<file path="src/core/frc_defines.vh">
// Purpose: constants of the frequency ratio counter control block
// Assumes: included by bare name from the design files
// Notes: register offsets are byte addresses in special-function space
`ifndef FRC_DEFINES_VH
`define FRC_DEFINES_VH
`define FRC_CTRL_ADDR 8'h9B
`define FRC_INTV_ADDR 8'h9D
`define FRC_CTRL_RESET 8'h00
`define FRC_INTV_RESET 6'h00
`define FRC_DONE_BIT 7
`define FRC_BUSY_BIT 6
`define FRC_SEL_BIT 5
`define FRC_MODE_MSB 2
`define FRC_INTV_MSB 5
`define FRC_MODE_OFF 3'h0
`define FRC_MODE_GPIO 3'h1
`define FRC_MODE_OSC 3'h2
`define FRC_MODE_SYS 3'h3
`define FRC_MODE_XO 3'h4
`define FRC_MODE_SLEEP 3'h6
`define FRC_INTV_MAX 6'h2B
`define FRC_LEN_W 23
`endif

</file>
<file path="src/core/frc_ctrl.v">
// Purpose: control and gate logic of the frequency ratio counter
// Assumes: gate clocks are slow against ref_clk (under half its rate)
// Notes: the pulse tally itself lives outside; this block drives its enable and clear
// Function
// - done flag is a level request; cleared by software or by writing start.
// - done flag takes any value written without start; writing one raises the request.
// - done reads zero while measuring and one after, until cleared.
// - active bit reads one while busy; its fall at interval end sets the done flag.
// - every write of one to active with a nonzero gate source restarts, discarding the partial tally.
// - fast clock select 0 picks the lc oscillator, 1 the divider.
// - with gate source zero both fast clock enables stay inactive.
// - control bits 4 and 3 read zero, writes ignored.
// - gate source codes pick off, gpio, osc, sys, crystal or sleep clock.
// - gate length is (2 + bit0) shifted left by bits 5..1.
// - interval field above 43 gives a one-cycle gate.
// - gate source zero stops at once; nonzero idles until a start.
// - after start sync, enable on next gate edge; stop at interval end.
// - interval end clears active, done set later; tally held.
`timescale 1ns/100ps
`include "frc_defines.vh"
module frc_ctrl #(
  parameter LEN_W = `FRC_LEN_W
) (
  // clock and reset
  input wire ref_clk,
  input wire nrst,
  // special-function register port
  input wire [7:0] sfr_addr,
  input wire sfr_wr,
  input wire sfr_rd,
  input wire [7:0] sfr_wdata,
  output reg [7:0] sfr_rdata,
  // gate clock sources, asynchronous
  input wire gate_gpio_clk,
  input wire gate_osc_clk,
  input wire gate_sys_clk,
  input wire crystal_clock,
  input wire gate_sleep_clk,
  // fast clock gating and tally control
  output reg lc_oscillator_en,
  output reg divider_en,
  output reg tally_clear,
  // completion request
  output wire measure_irq
);
  localparam ST_IDLE = 2'h0;
  localparam ST_SYNC = 2'h1;
  localparam ST_ARM = 2'h2;
  localparam ST_COUNT = 2'h3;

  reg measure_complete_flag_q;
  reg measure_active_bit_q;
  reg fast_clock_select_q;
  reg [2:0] gate_source_field_q;
  reg [5:0] gate_length_field_q;
  reg [1:0] state_q;
  reg [LEN_W-1:0] edge_cnt_q;
  reg start_req_q;
  reg end_req_q;
  reg gate_prev_q;
  reg gate_mux;
  reg [LEN_W-1:0] gate_len;
  wire gate_s;
  wire gate_gpio_s;
  wire gate_osc_s;
  wire gate_sys_s;
  wire crystal_clock_s;
  wire gate_sleep_s;
  wire start_s;
  wire end_s;
  wire gate_rise;
  wire wr_ctrl;
  wire wr_intv;
  wire start_wr;
  wire mode_off;

  assign wr_ctrl = sfr_wr && (sfr_addr == `FRC_CTRL_ADDR);
  assign wr_intv = sfr_wr && (sfr_addr == `FRC_INTV_ADDR);
  assign start_wr = wr_ctrl && sfr_wdata[`FRC_BUSY_BIT];
  assign mode_off = (gate_source_field_q == `FRC_MODE_OFF);
  assign measure_irq = measure_complete_flag_q;

  // reserved codes fall to zero, which never yields an edge
  always @* begin
    case (gate_source_field_q)
      `FRC_MODE_GPIO: gate_mux = gate_gpio_s;
      `FRC_MODE_OSC: gate_mux = gate_osc_s;
      `FRC_MODE_SYS: gate_mux = gate_sys_s;
      `FRC_MODE_XO: gate_mux = crystal_clock_s;
      `FRC_MODE_SLEEP: gate_mux = gate_sleep_s;
      default: gate_mux = 1'b0;
    endcase
  end

  always @* begin
    if (gate_length_field_q > `FRC_INTV_MAX) begin
      gate_len = {{(LEN_W-1){1'b0}}, 1'b1};
    end else begin
      gate_len = {{(LEN_W-2){1'b0}}, 1'b1, gate_length_field_q[0]}
        << gate_length_field_q[5:1];
    end
  end

  // each pin synced ahead of the mux; a stray edge on a source switch
  // lands while the start is still syncing, so it is ignored
  frc_sync2 u_gpio_sync (
    .ref_clk(ref_clk),
    .nrst(nrst),
    .d_in(gate_gpio_clk),
    .d_out(gate_gpio_s)
  );
  frc_sync2 u_osc_sync (
    .ref_clk(ref_clk),
    .nrst(nrst),
    .d_in(gate_osc_clk),
    .d_out(gate_osc_s)
  );
  frc_sync2 u_sys_sync (
    .ref_clk(ref_clk),
    .nrst(nrst),
    .d_in(gate_sys_clk),
    .d_out(gate_sys_s)
  );
  frc_sync2 u_xtal_sync (
    .ref_clk(ref_clk),
    .nrst(nrst),
    .d_in(crystal_clock),
    .d_out(crystal_clock_s)
  );
  frc_sync2 u_sleep_sync (
    .ref_clk(ref_clk),
    .nrst(nrst),
    .d_in(gate_sleep_clk),
    .d_out(gate_sleep_s)
  );
  assign gate_s = gate_mux;
  frc_sync2 u_start_sync (
    .ref_clk(ref_clk),
    .nrst(nrst),
    .d_in(start_req_q),
    .d_out(start_s)
  );
  frc_sync2 u_end_sync (
    .ref_clk(ref_clk),
    .nrst(nrst),
    .d_in(end_req_q),
    .d_out(end_s)
  );

  assign gate_rise = gate_s && !gate_prev_q;

  always @(posedge ref_clk or negedge nrst) begin
    if (!nrst) begin
      fast_clock_select_q <= 1'b0;
      gate_source_field_q <= `FRC_MODE_OFF;
      gate_length_field_q <= `FRC_INTV_RESET;
      measure_complete_flag_q <= 1'b0;
    end else begin
      if (wr_ctrl) begin
        fast_clock_select_q <= sfr_wdata[`FRC_SEL_BIT];
        gate_source_field_q <= sfr_wdata[`FRC_MODE_MSB:0];
      end
      if (wr_intv) begin
        gate_length_field_q <= sfr_wdata[`FRC_INTV_MSB:0];
      end
      // hardware set wins over any clear in the same cycle
      if (end_s) begin
        measure_complete_flag_q <= 1'b1;
      end else if (start_wr) begin
        measure_complete_flag_q <= 1'b0;
      end else if (wr_ctrl) begin
        measure_complete_flag_q <= sfr_wdata[`FRC_DONE_BIT];
      end
    end
  end

  always @(posedge ref_clk or negedge nrst) begin
    if (!nrst) begin
      state_q <= ST_IDLE;
      measure_active_bit_q <= 1'b0;
      edge_cnt_q <= {LEN_W{1'b0}};
      start_req_q <= 1'b0;
      end_req_q <= 1'b0;
      gate_prev_q <= 1'b0;
      tally_clear <= 1'b0;
      lc_oscillator_en <= 1'b0;
      divider_en <= 1'b0;
    end else begin
      gate_prev_q <= gate_s;
      start_req_q <= 1'b0;
      end_req_q <= 1'b0;
      tally_clear <= 1'b0;
      if (wr_ctrl && (sfr_wdata[`FRC_MODE_MSB:0] == `FRC_MODE_OFF)) begin
        state_q <= ST_IDLE;
        measure_active_bit_q <= 1'b0;
        tally_clear <= 1'b1;
      end else if (start_wr) begin
        state_q <= ST_SYNC;
        measure_active_bit_q <= 1'b1;
        start_req_q <= 1'b1;
        tally_clear <= 1'b1;
      end else begin
        case (state_q)
          ST_SYNC: begin
            if (start_s) begin
              state_q <= ST_ARM;
            end
          end
          ST_ARM: begin
            if (gate_rise) begin
              state_q <= ST_COUNT;
              edge_cnt_q <= {LEN_W{1'b0}};
            end
          end
          ST_COUNT: begin
            if (gate_rise) begin
              edge_cnt_q <= edge_cnt_q + 1'b1;
              if (edge_cnt_q + 1'b1 == gate_len) begin
                state_q <= ST_IDLE;
                measure_active_bit_q <= 1'b0;
                end_req_q <= 1'b1;
              end
            end
          end
          default: state_q <= ST_IDLE;
        endcase
      end
      lc_oscillator_en <= 1'b0;
      divider_en <= 1'b0;
      if (!mode_off && (state_q == ST_COUNT)) begin
        lc_oscillator_en <= !fast_clock_select_q;
        divider_en <= fast_clock_select_q;
      end
    end
  end

  // read data registered on the read strobe
  always @(posedge ref_clk or negedge nrst) begin
    if (!nrst) begin
      sfr_rdata <= 8'h00;
    end else if (sfr_rd) begin
      if (sfr_addr == `FRC_CTRL_ADDR) begin
        sfr_rdata <= {measure_complete_flag_q, measure_active_bit_q,
          fast_clock_select_q, 2'h0, gate_source_field_q};
      end else if (sfr_addr == `FRC_INTV_ADDR) begin
        sfr_rdata <= {2'h0, gate_length_field_q};
      end else begin
        sfr_rdata <= 8'h00;
      end
    end
  end
endmodule // frc_ctrl

</file>
<file path="src/core/frc_sync2.v">
// Purpose: two-flop synchroniser for one bit
// Assumes: first stage is read only by the second
// Notes: reset value is zero
`timescale 1ns/100ps
module frc_sync2 (
  // clock and reset
  input wire ref_clk,
  input wire nrst,
  // data
  input wire d_in,
  output wire d_out
);
  reg s1_q;
  reg s2_q;
  always @(posedge ref_clk or negedge nrst) begin
    if (!nrst) begin
      s1_q <= 1'b0;
      s2_q <= 1'b0;
    end else begin
      s1_q <= d_in;
      s2_q <= s1_q;
    end
  end
  assign d_out = s2_q;
endmodule // frc_sync2

</file>
<file path="config.mk">
export PLATFORM = sky130hd
export DESIGN_NAME = frc_ctrl
export DESIGN_NICKNAME = d
export VERILOG_FILES = /design/src/core/frc_ctrl.v /design/src/core/frc_sync2.v
export VERILOG_INCLUDE_DIRS = /design/src /design/src/core
export SDC_FILE = /design/constraint.sdc
export NUM_CORES = 1
export LEC_CHECK = 0
export ABC_AREA = 0
export BUFFER_PORTS_ARGS = -buffer_cell sky130_fd_sc_hd__buf_2
export CAP_MARGIN = 15
export CELL_PAD_IN_SITES_DETAIL_PLACEMENT = 1
export CELL_PAD_IN_SITES_GLOBAL_PLACEMENT = 2
export CORE_ASPECT_RATIO = 0.7
export CORE_UTILIZATION = 34
export DETAILED_ROUTE_END_ITERATION = 12
export PLACE_DENSITY = 0.79
export SETUP_SLACK_MARGIN = 0.3
export SYNTH_ARGS = -nofsm -noshare
export SYNTH_HDL_FRONTEND = slang
export SYNTH_SLANG_ARGS = --single-unit
</file>
<file path="constraint.sdc">
create_clock -name ref_clk -period 2.52 [get_ports ref_clk]
set_input_delay 0.504 -clock ref_clk [delete_from_list [all_inputs] [get_ports ref_clk]]
set_output_delay 0.504 -clock ref_clk [all_outputs]
set_load 0.03 [all_outputs]
</file>
Yosys cells after proc, flatten, opt, wreduce, memory -nomap -nowiden. Index checks and enable logic that the tools add are counted.

Flip-flop bits (word level): 65. Input port bits: 25. Output and inout bits: 12. Logic and storage cells: 101.

Add/subtract/negate cells: 1. $lt $le $gt $ge: 1. Equal/unequal tests: 17. Shift-type cells: 1. Mux-type cells: 32. Bitwise logic cells: 2. Reduce and logical (&&, ||, !) cells: 19.

Operators with widths (count): 23-bit two-way mux (3); 23-bit case mux with 2 select lines (1); 23-bit by 1-bit adder with 23-bit output, second input constant (1); 23-bit equality test (1); 2-bit by 5-bit left shift with 23-bit output (1); 1-bit two-way mux (18); 8-bit equality test, second input constant (2); 2-bit two-way mux (6); 4-bit inequality test, second input constant (3); 3-bit nonzero test (4); 8-bit two-way mux (1); 3-bit by 2-bit equality test with 1-bit output, second input constant (2); 3-bit equality test, second input constant (2); 6-bit greater-than comparator, second input constant (1); 1-bit logical AND (6); 3-bit zero test (2); 6-bit two-way mux (1); 2-bit case mux with 3 select lines (1); 1-bit case mux with 5 select lines (1); 5-bit AND reduction (1); 2-bit equality test, second input constant (2); 2-bit inequality test, second input constant (2); 4-bit by 3-bit inequality test with 1-bit output, second input constant (1); 4-bit AND reduction (1); 6 further kinds (9).

Longest topological paths before layout.
Depth in word-level cells: 8. Depth in mapped cells: 11. Mapped depth without buffers: 10.

Hierarchy. Synthesis repeated with hierarchy kept, for this count alone.

Cell total of the unflattened synthesis: 472. Area, all modules: 4200.3 µm².

By module, submodules not included: frc_ctrl (instances 1, cells an instance 458, area an instance 3849.9 µm², sequential area each 1276.2 µm²); frc_sync2 (instances 7, cells an instance 2, area an instance 50.0 µm², sequential area each 50.0 µm²).

Worst setup path before layout. Ideal clock, no wire load.

Path type: flip-flop to flip-flop. From: reg edge_cnt_q[0]. To: reg state_q[1]. Setup time: 0.120 ns. Data arrival time: 2.557 ns. Required time: 2.400 ns. Setup slack: -0.157 ns. Stages on the path, launching flop included: 11. Path buffers: 0. Clock period less this slack: 2.677 ns. Cell sequence: dfrtp_1 > ha_1 > nand3_1 > xor2_1 > or4b_1 > o41ai_1 > o22ai_1 > a2111oi_4 > a31oi_1 > or2_1 > a31o_1.

Word-level cells in the longest chain between the ends: 4.

RTL lines: from (decl) (RTL line frc_ctrl.v:57) `reg [LEN_W-1:0] edge_cnt_q;`; from (signal assigned) (RTL line frc_ctrl.v:181) `edge_cnt_q <= {LEN_W{1'b0}};`; from (signal assigned) (RTL line frc_ctrl.v:212) `edge_cnt_q <= {LEN_W{1'b0}};`; from (signal assigned) (RTL line frc_ctrl.v:217) `edge_cnt_q <= edge_cnt_q + 1'b1;`; 23-bit by 1-bit adder with 23-bit output (RTL line frc_ctrl.v:218) `if (edge_cnt_q + 1'b1 == gate_len) begin`; 23-bit equality test (RTL line frc_ctrl.v:218); 4-bit inequality test (no source line); 4-bit AND reduction (no source line); to (signal assigned) (RTL line frc_ctrl.v:211) `state_q <= ST_COUNT;`; to (signal assigned) (RTL line frc_ctrl.v:219) `state_q <= ST_IDLE;`; to (signal assigned) (RTL line frc_ctrl.v:225) `default: state_q <= ST_IDLE;`; to (decl) (RTL line frc_ctrl.v:56) `reg [1:0] state_q;`.

No other way between the ends. A chain may end at the register's enable or synchronous reset.

Final worst setup path.
From: reg gate_length_field_q[0]. To: reg state_q[1].

Word-level cells in the longest chain between the ends: 5. Elaborated cells on any way between the ends: 6. Those cells by class: order compare (1); eq/ne (2); shift (1); mux (1); reduce/logical (1).

RTL lines: from (decl) (RTL line frc_ctrl.v:55) `reg [5:0] gate_length_field_q;`; from (signal assigned) (RTL line frc_ctrl.v:156) `` gate_length_field_q <= `FRC_INTV_RESET; ``; from (signal assigned) (RTL line frc_ctrl.v:164) `` gate_length_field_q <= sfr_wdata[`FRC_INTV_MSB:0]; ``; 6-bit greater-than comparator (no source line) or 2-bit by 5-bit left shift with 23-bit output (tied branches); 23-bit two-way mux * (RTL line frc_ctrl.v:96) `` if (gate_length_field_q > `FRC_INTV_MAX) begin ``; 23-bit equality test * (RTL line frc_ctrl.v:218); 4-bit inequality test (no source line) *; 4-bit AND reduction (no source line) *.

Every way passes the cells marked *; elsewhere a longest branch is shown, timed or not.

==> results.toml <==
[status]
status = "finished with violations"
violations = "setup timing"

[setup_path]
endpoint_kind = "flip-flop"
worstPathRequired_ns = 2.75
startpoint_type = "flip-flop"
critPathArrivalTime_ns = 2.94
critPathKind = "reg -> reg"
cp_max_fo = 5
worst_r2r_path_depth = 9

[clock_network]
clock_sinks = 65
htree_num_levels = 3
clk_transition_reported_paths_ns = 0.06
cts_tree = "built"
clk_latency_ns = 0.34
hold_buffers = 0
cts_made_buffers = 9
cts_root_buf = "clkbuf_16"
clockBufferDepth = 2

[finish]
final_area_um2 = 5604
final_layout_size_suffix_gt1_frac = 0.4158
area_growth_pct = 43.83
finalNetCount = 594
nFillCells = 1294
utilization = 0.5053
antenna_cells = 0

[logic_synthesis]
ys_seq_area_frac = 0.4175
yosysTopAreaCell = "dfrtp_1"
synth_cell_types = 71
synthCells = 420
syn_nets = 449
yosysMostFrequentCell = "dfrtp_1"
yosys_register_bits = 65
synth.area.top_cells = "dfrtp_1 42%, xnor2_1 4.9%, o21ai_0 4.8%"
yosys_warnings = 0
synth-edff-count = 0
synthTopCellsByCount = "65 x dfrtp_1, 46 x nand2_1, 37 x o21ai_0, 26 x nor2_1, 22 x xnor2_1"
netlist.area_leader.share = 0.4175
synth_ff_type = "dfrtp_1"
synth_area_um2 = 3896
syn_avg_cell_area_um2 = 9.277
synthArstFlopShare = 1.000

[pwr]
power.total_uw = 2830
swShare = 0.2865
max-vdd-ir-drop_v = 0.0003960
combPwrFrac = 0.178
seq_power_share = 0.400
leakagePower_uw = 0.002522
power_density_nw_per_um2 = 505.0
p_switching_uw = 810.7
power.internal_uw = 2019
clockPowerShare = 0.422

[route]
drc = 0
first_iter_violations = 234
wl_per_cell_um = 19.54
ant_nets = 0
wirelength_um = 14130
vias = 3837
firstDrtPassIters = 4
vias_per_cell = 5.307

[grt]
grt_pass1_wl_um = 21710
grt_pass1_vias = 3905
grt_use_total = 0.2456
grt_antenna_before_repair = 0
gr-total-overflow = 0
grt_max_degree = 39

[timing]
fin_skew_ns = 0.006961
max_freq_mhz = 368.3
period_minus_slack_ns = 2.715
maxSlewViolCount = 0
fin_crit_sh = 1.077
fin_ws_ns = -0.1950
grt_setup_unrepaired = "true"
tightest_slew_ns = 0.5074
setup_viol = 3
slew_headroom = 0.6591
hold_viol = 0

[die]
fp.coreArea_um2 = 11090
io_pins = 37
die_w_um = 130.0
start_util = 0.3513
die_area_um2 = 11900
row_count = 32
die_h_um = 91.57

[placement]
dpl_cell_area_um2 = 4887
place_congestion = 0.8356
hpwl_um = 9389
numPortBuffers = 36

[run]
maxCapViolations = 0

[worst_hold_path]
min_path_type = "in -> async"
path summary, 6_finish.rpt:
check                                  startpoint                     end  slack, ns
min reg2reg                     u_sleep_sync.s1_q      u_sleep_sync.d_out       0.35
max in group asynchronous                    nrst  gate_length_field_q[5]       1.88
min in group ref_clk                 gate_osc_clk         u_osc_sync.s1_q       0.27
min                                          nrst          edge_cnt_q[19]       0.19
max reg2reg                gate_length_field_q[0]              state_q[1]      -0.19
max                        gate_length_field_q[0]              state_q[1]      -0.19
layer usage:
metal,routed length [um],vias up,global-route usage,part of all wire
li1,-,1791,-,-
met4,272,0,0.08140,0.019
met2,6699,64,0.3859,0.47
met1,6631,1961,0.3354,0.47
met3,526,21,0.04891,0.037
met5,0,-,0,0
power by group through the flow:
stage | registers, uW | clock network (uW) | logic, uW
4_1_cts | 1130 | 1220 | 473
5_1_grt | 1140 | 1260 | 547
3_3_place_gp | 1150 | 0 | 395
3_5_place_dp | 1150 | 0 | 412
2_1_floorplan | 1140 | 0 | 233
6_report | 1130 | 1190 | 504
metrics by stage:
stage	setup slack, ns	setup TNS, ns	hold slack [ns]	instances
2_1_floorplan	-0.03944	-0.03944	0.2084	420
3_3_place_gp	-0.1890	-0.3936	0.3312	681
3_5_place_dp	-0.2598	-0.7365	0.3373	681
4_1_cts	-0.09187	-0.2153	0.2000	717
5_1_grt	-0.3058	-0.8370	0.2269	723
6_report	-0.1950	-0.4382	0.1873	723
worst max-delay path, cell delays in order, from the launching register on:
cell and delay, ns:
dfrtp_1 0.48, nand3b_1 0.30, a211oi_4 0.38, nor4bb_2 0.10, xnor2_1 0.25, o22ai_2 0.14
a2111oi_4 0.34, a31oi_2 0.17, or2_1 0.25, a31o_1 0.18
state kept, by name, indices dropped and copies added (netlist names), 2 cells and up:
signal / flops
edge_cnt_q: 23
sfr_rdata: 8
state_q: 2
gate_source_field_q: 3
gate_length_field_q: 6
layout make-up:
cell class / count / area, um2 / share of cell area
tap: 153 / 191.4 / 0.03416
clock inverter: 5 / 31.28 / 0.005582
sequential: 65 / 1638 / 0.2923
inverter: 18 / 67.56 / 0.01206
timing repair buffer: 155 / 1124 / 0.2005
clock buffer: 11 / 242.7 / 0.04331
multi-input combinational: 316 / 2310 / 0.4121
cells by family (layout without fill, tap and decap cells):
logic type                 Yosys count  count (layout)  synth area share
DFF                                 65              65            0.4175
adders and majority gates            4               4           0.01285
muxes                                9               9           0.02601
buffers and inverters               39             189           0.05459
AOI/OAI and AO/OA                  103             103            0.1757
and+or+nand+nor                    170             170            0.2402
xor gates and xnor gates            30              30           0.07322
repair_timing:
action / CTS / global route
setup buffers: 20 / 5
pin swaps: 20 / 7
cloned: 0 / 1
endpoints found under the hold margin: 0 / 0
gates resized for setup: 40 / 19
setup endpoints to repair: 25 / 25
cells in the final DEF, fill, tap and decap left out, types with 5 or more instances in the layout:
cell type / instances
buf_4: 114
dfrtp_1: 56
nand2_1: 45
o21ai_0: 36
buf_2: 36
nor2_1: 23
xnor2_1: 22
inv_1: 18
nand3_1: 15
a21oi_1: 13
clkbuf_16: 10
dfrtp_2: 9
o31ai_1: 8
nor3_1: 7
and3_1: 7
nand4_1: 7
mux2_2: 6
nand2b_1: 5
nor2b_1: 5
xor2_1: 5
a22oi_1: 5
Note: power is estimated with default switching activity, not from simulation.
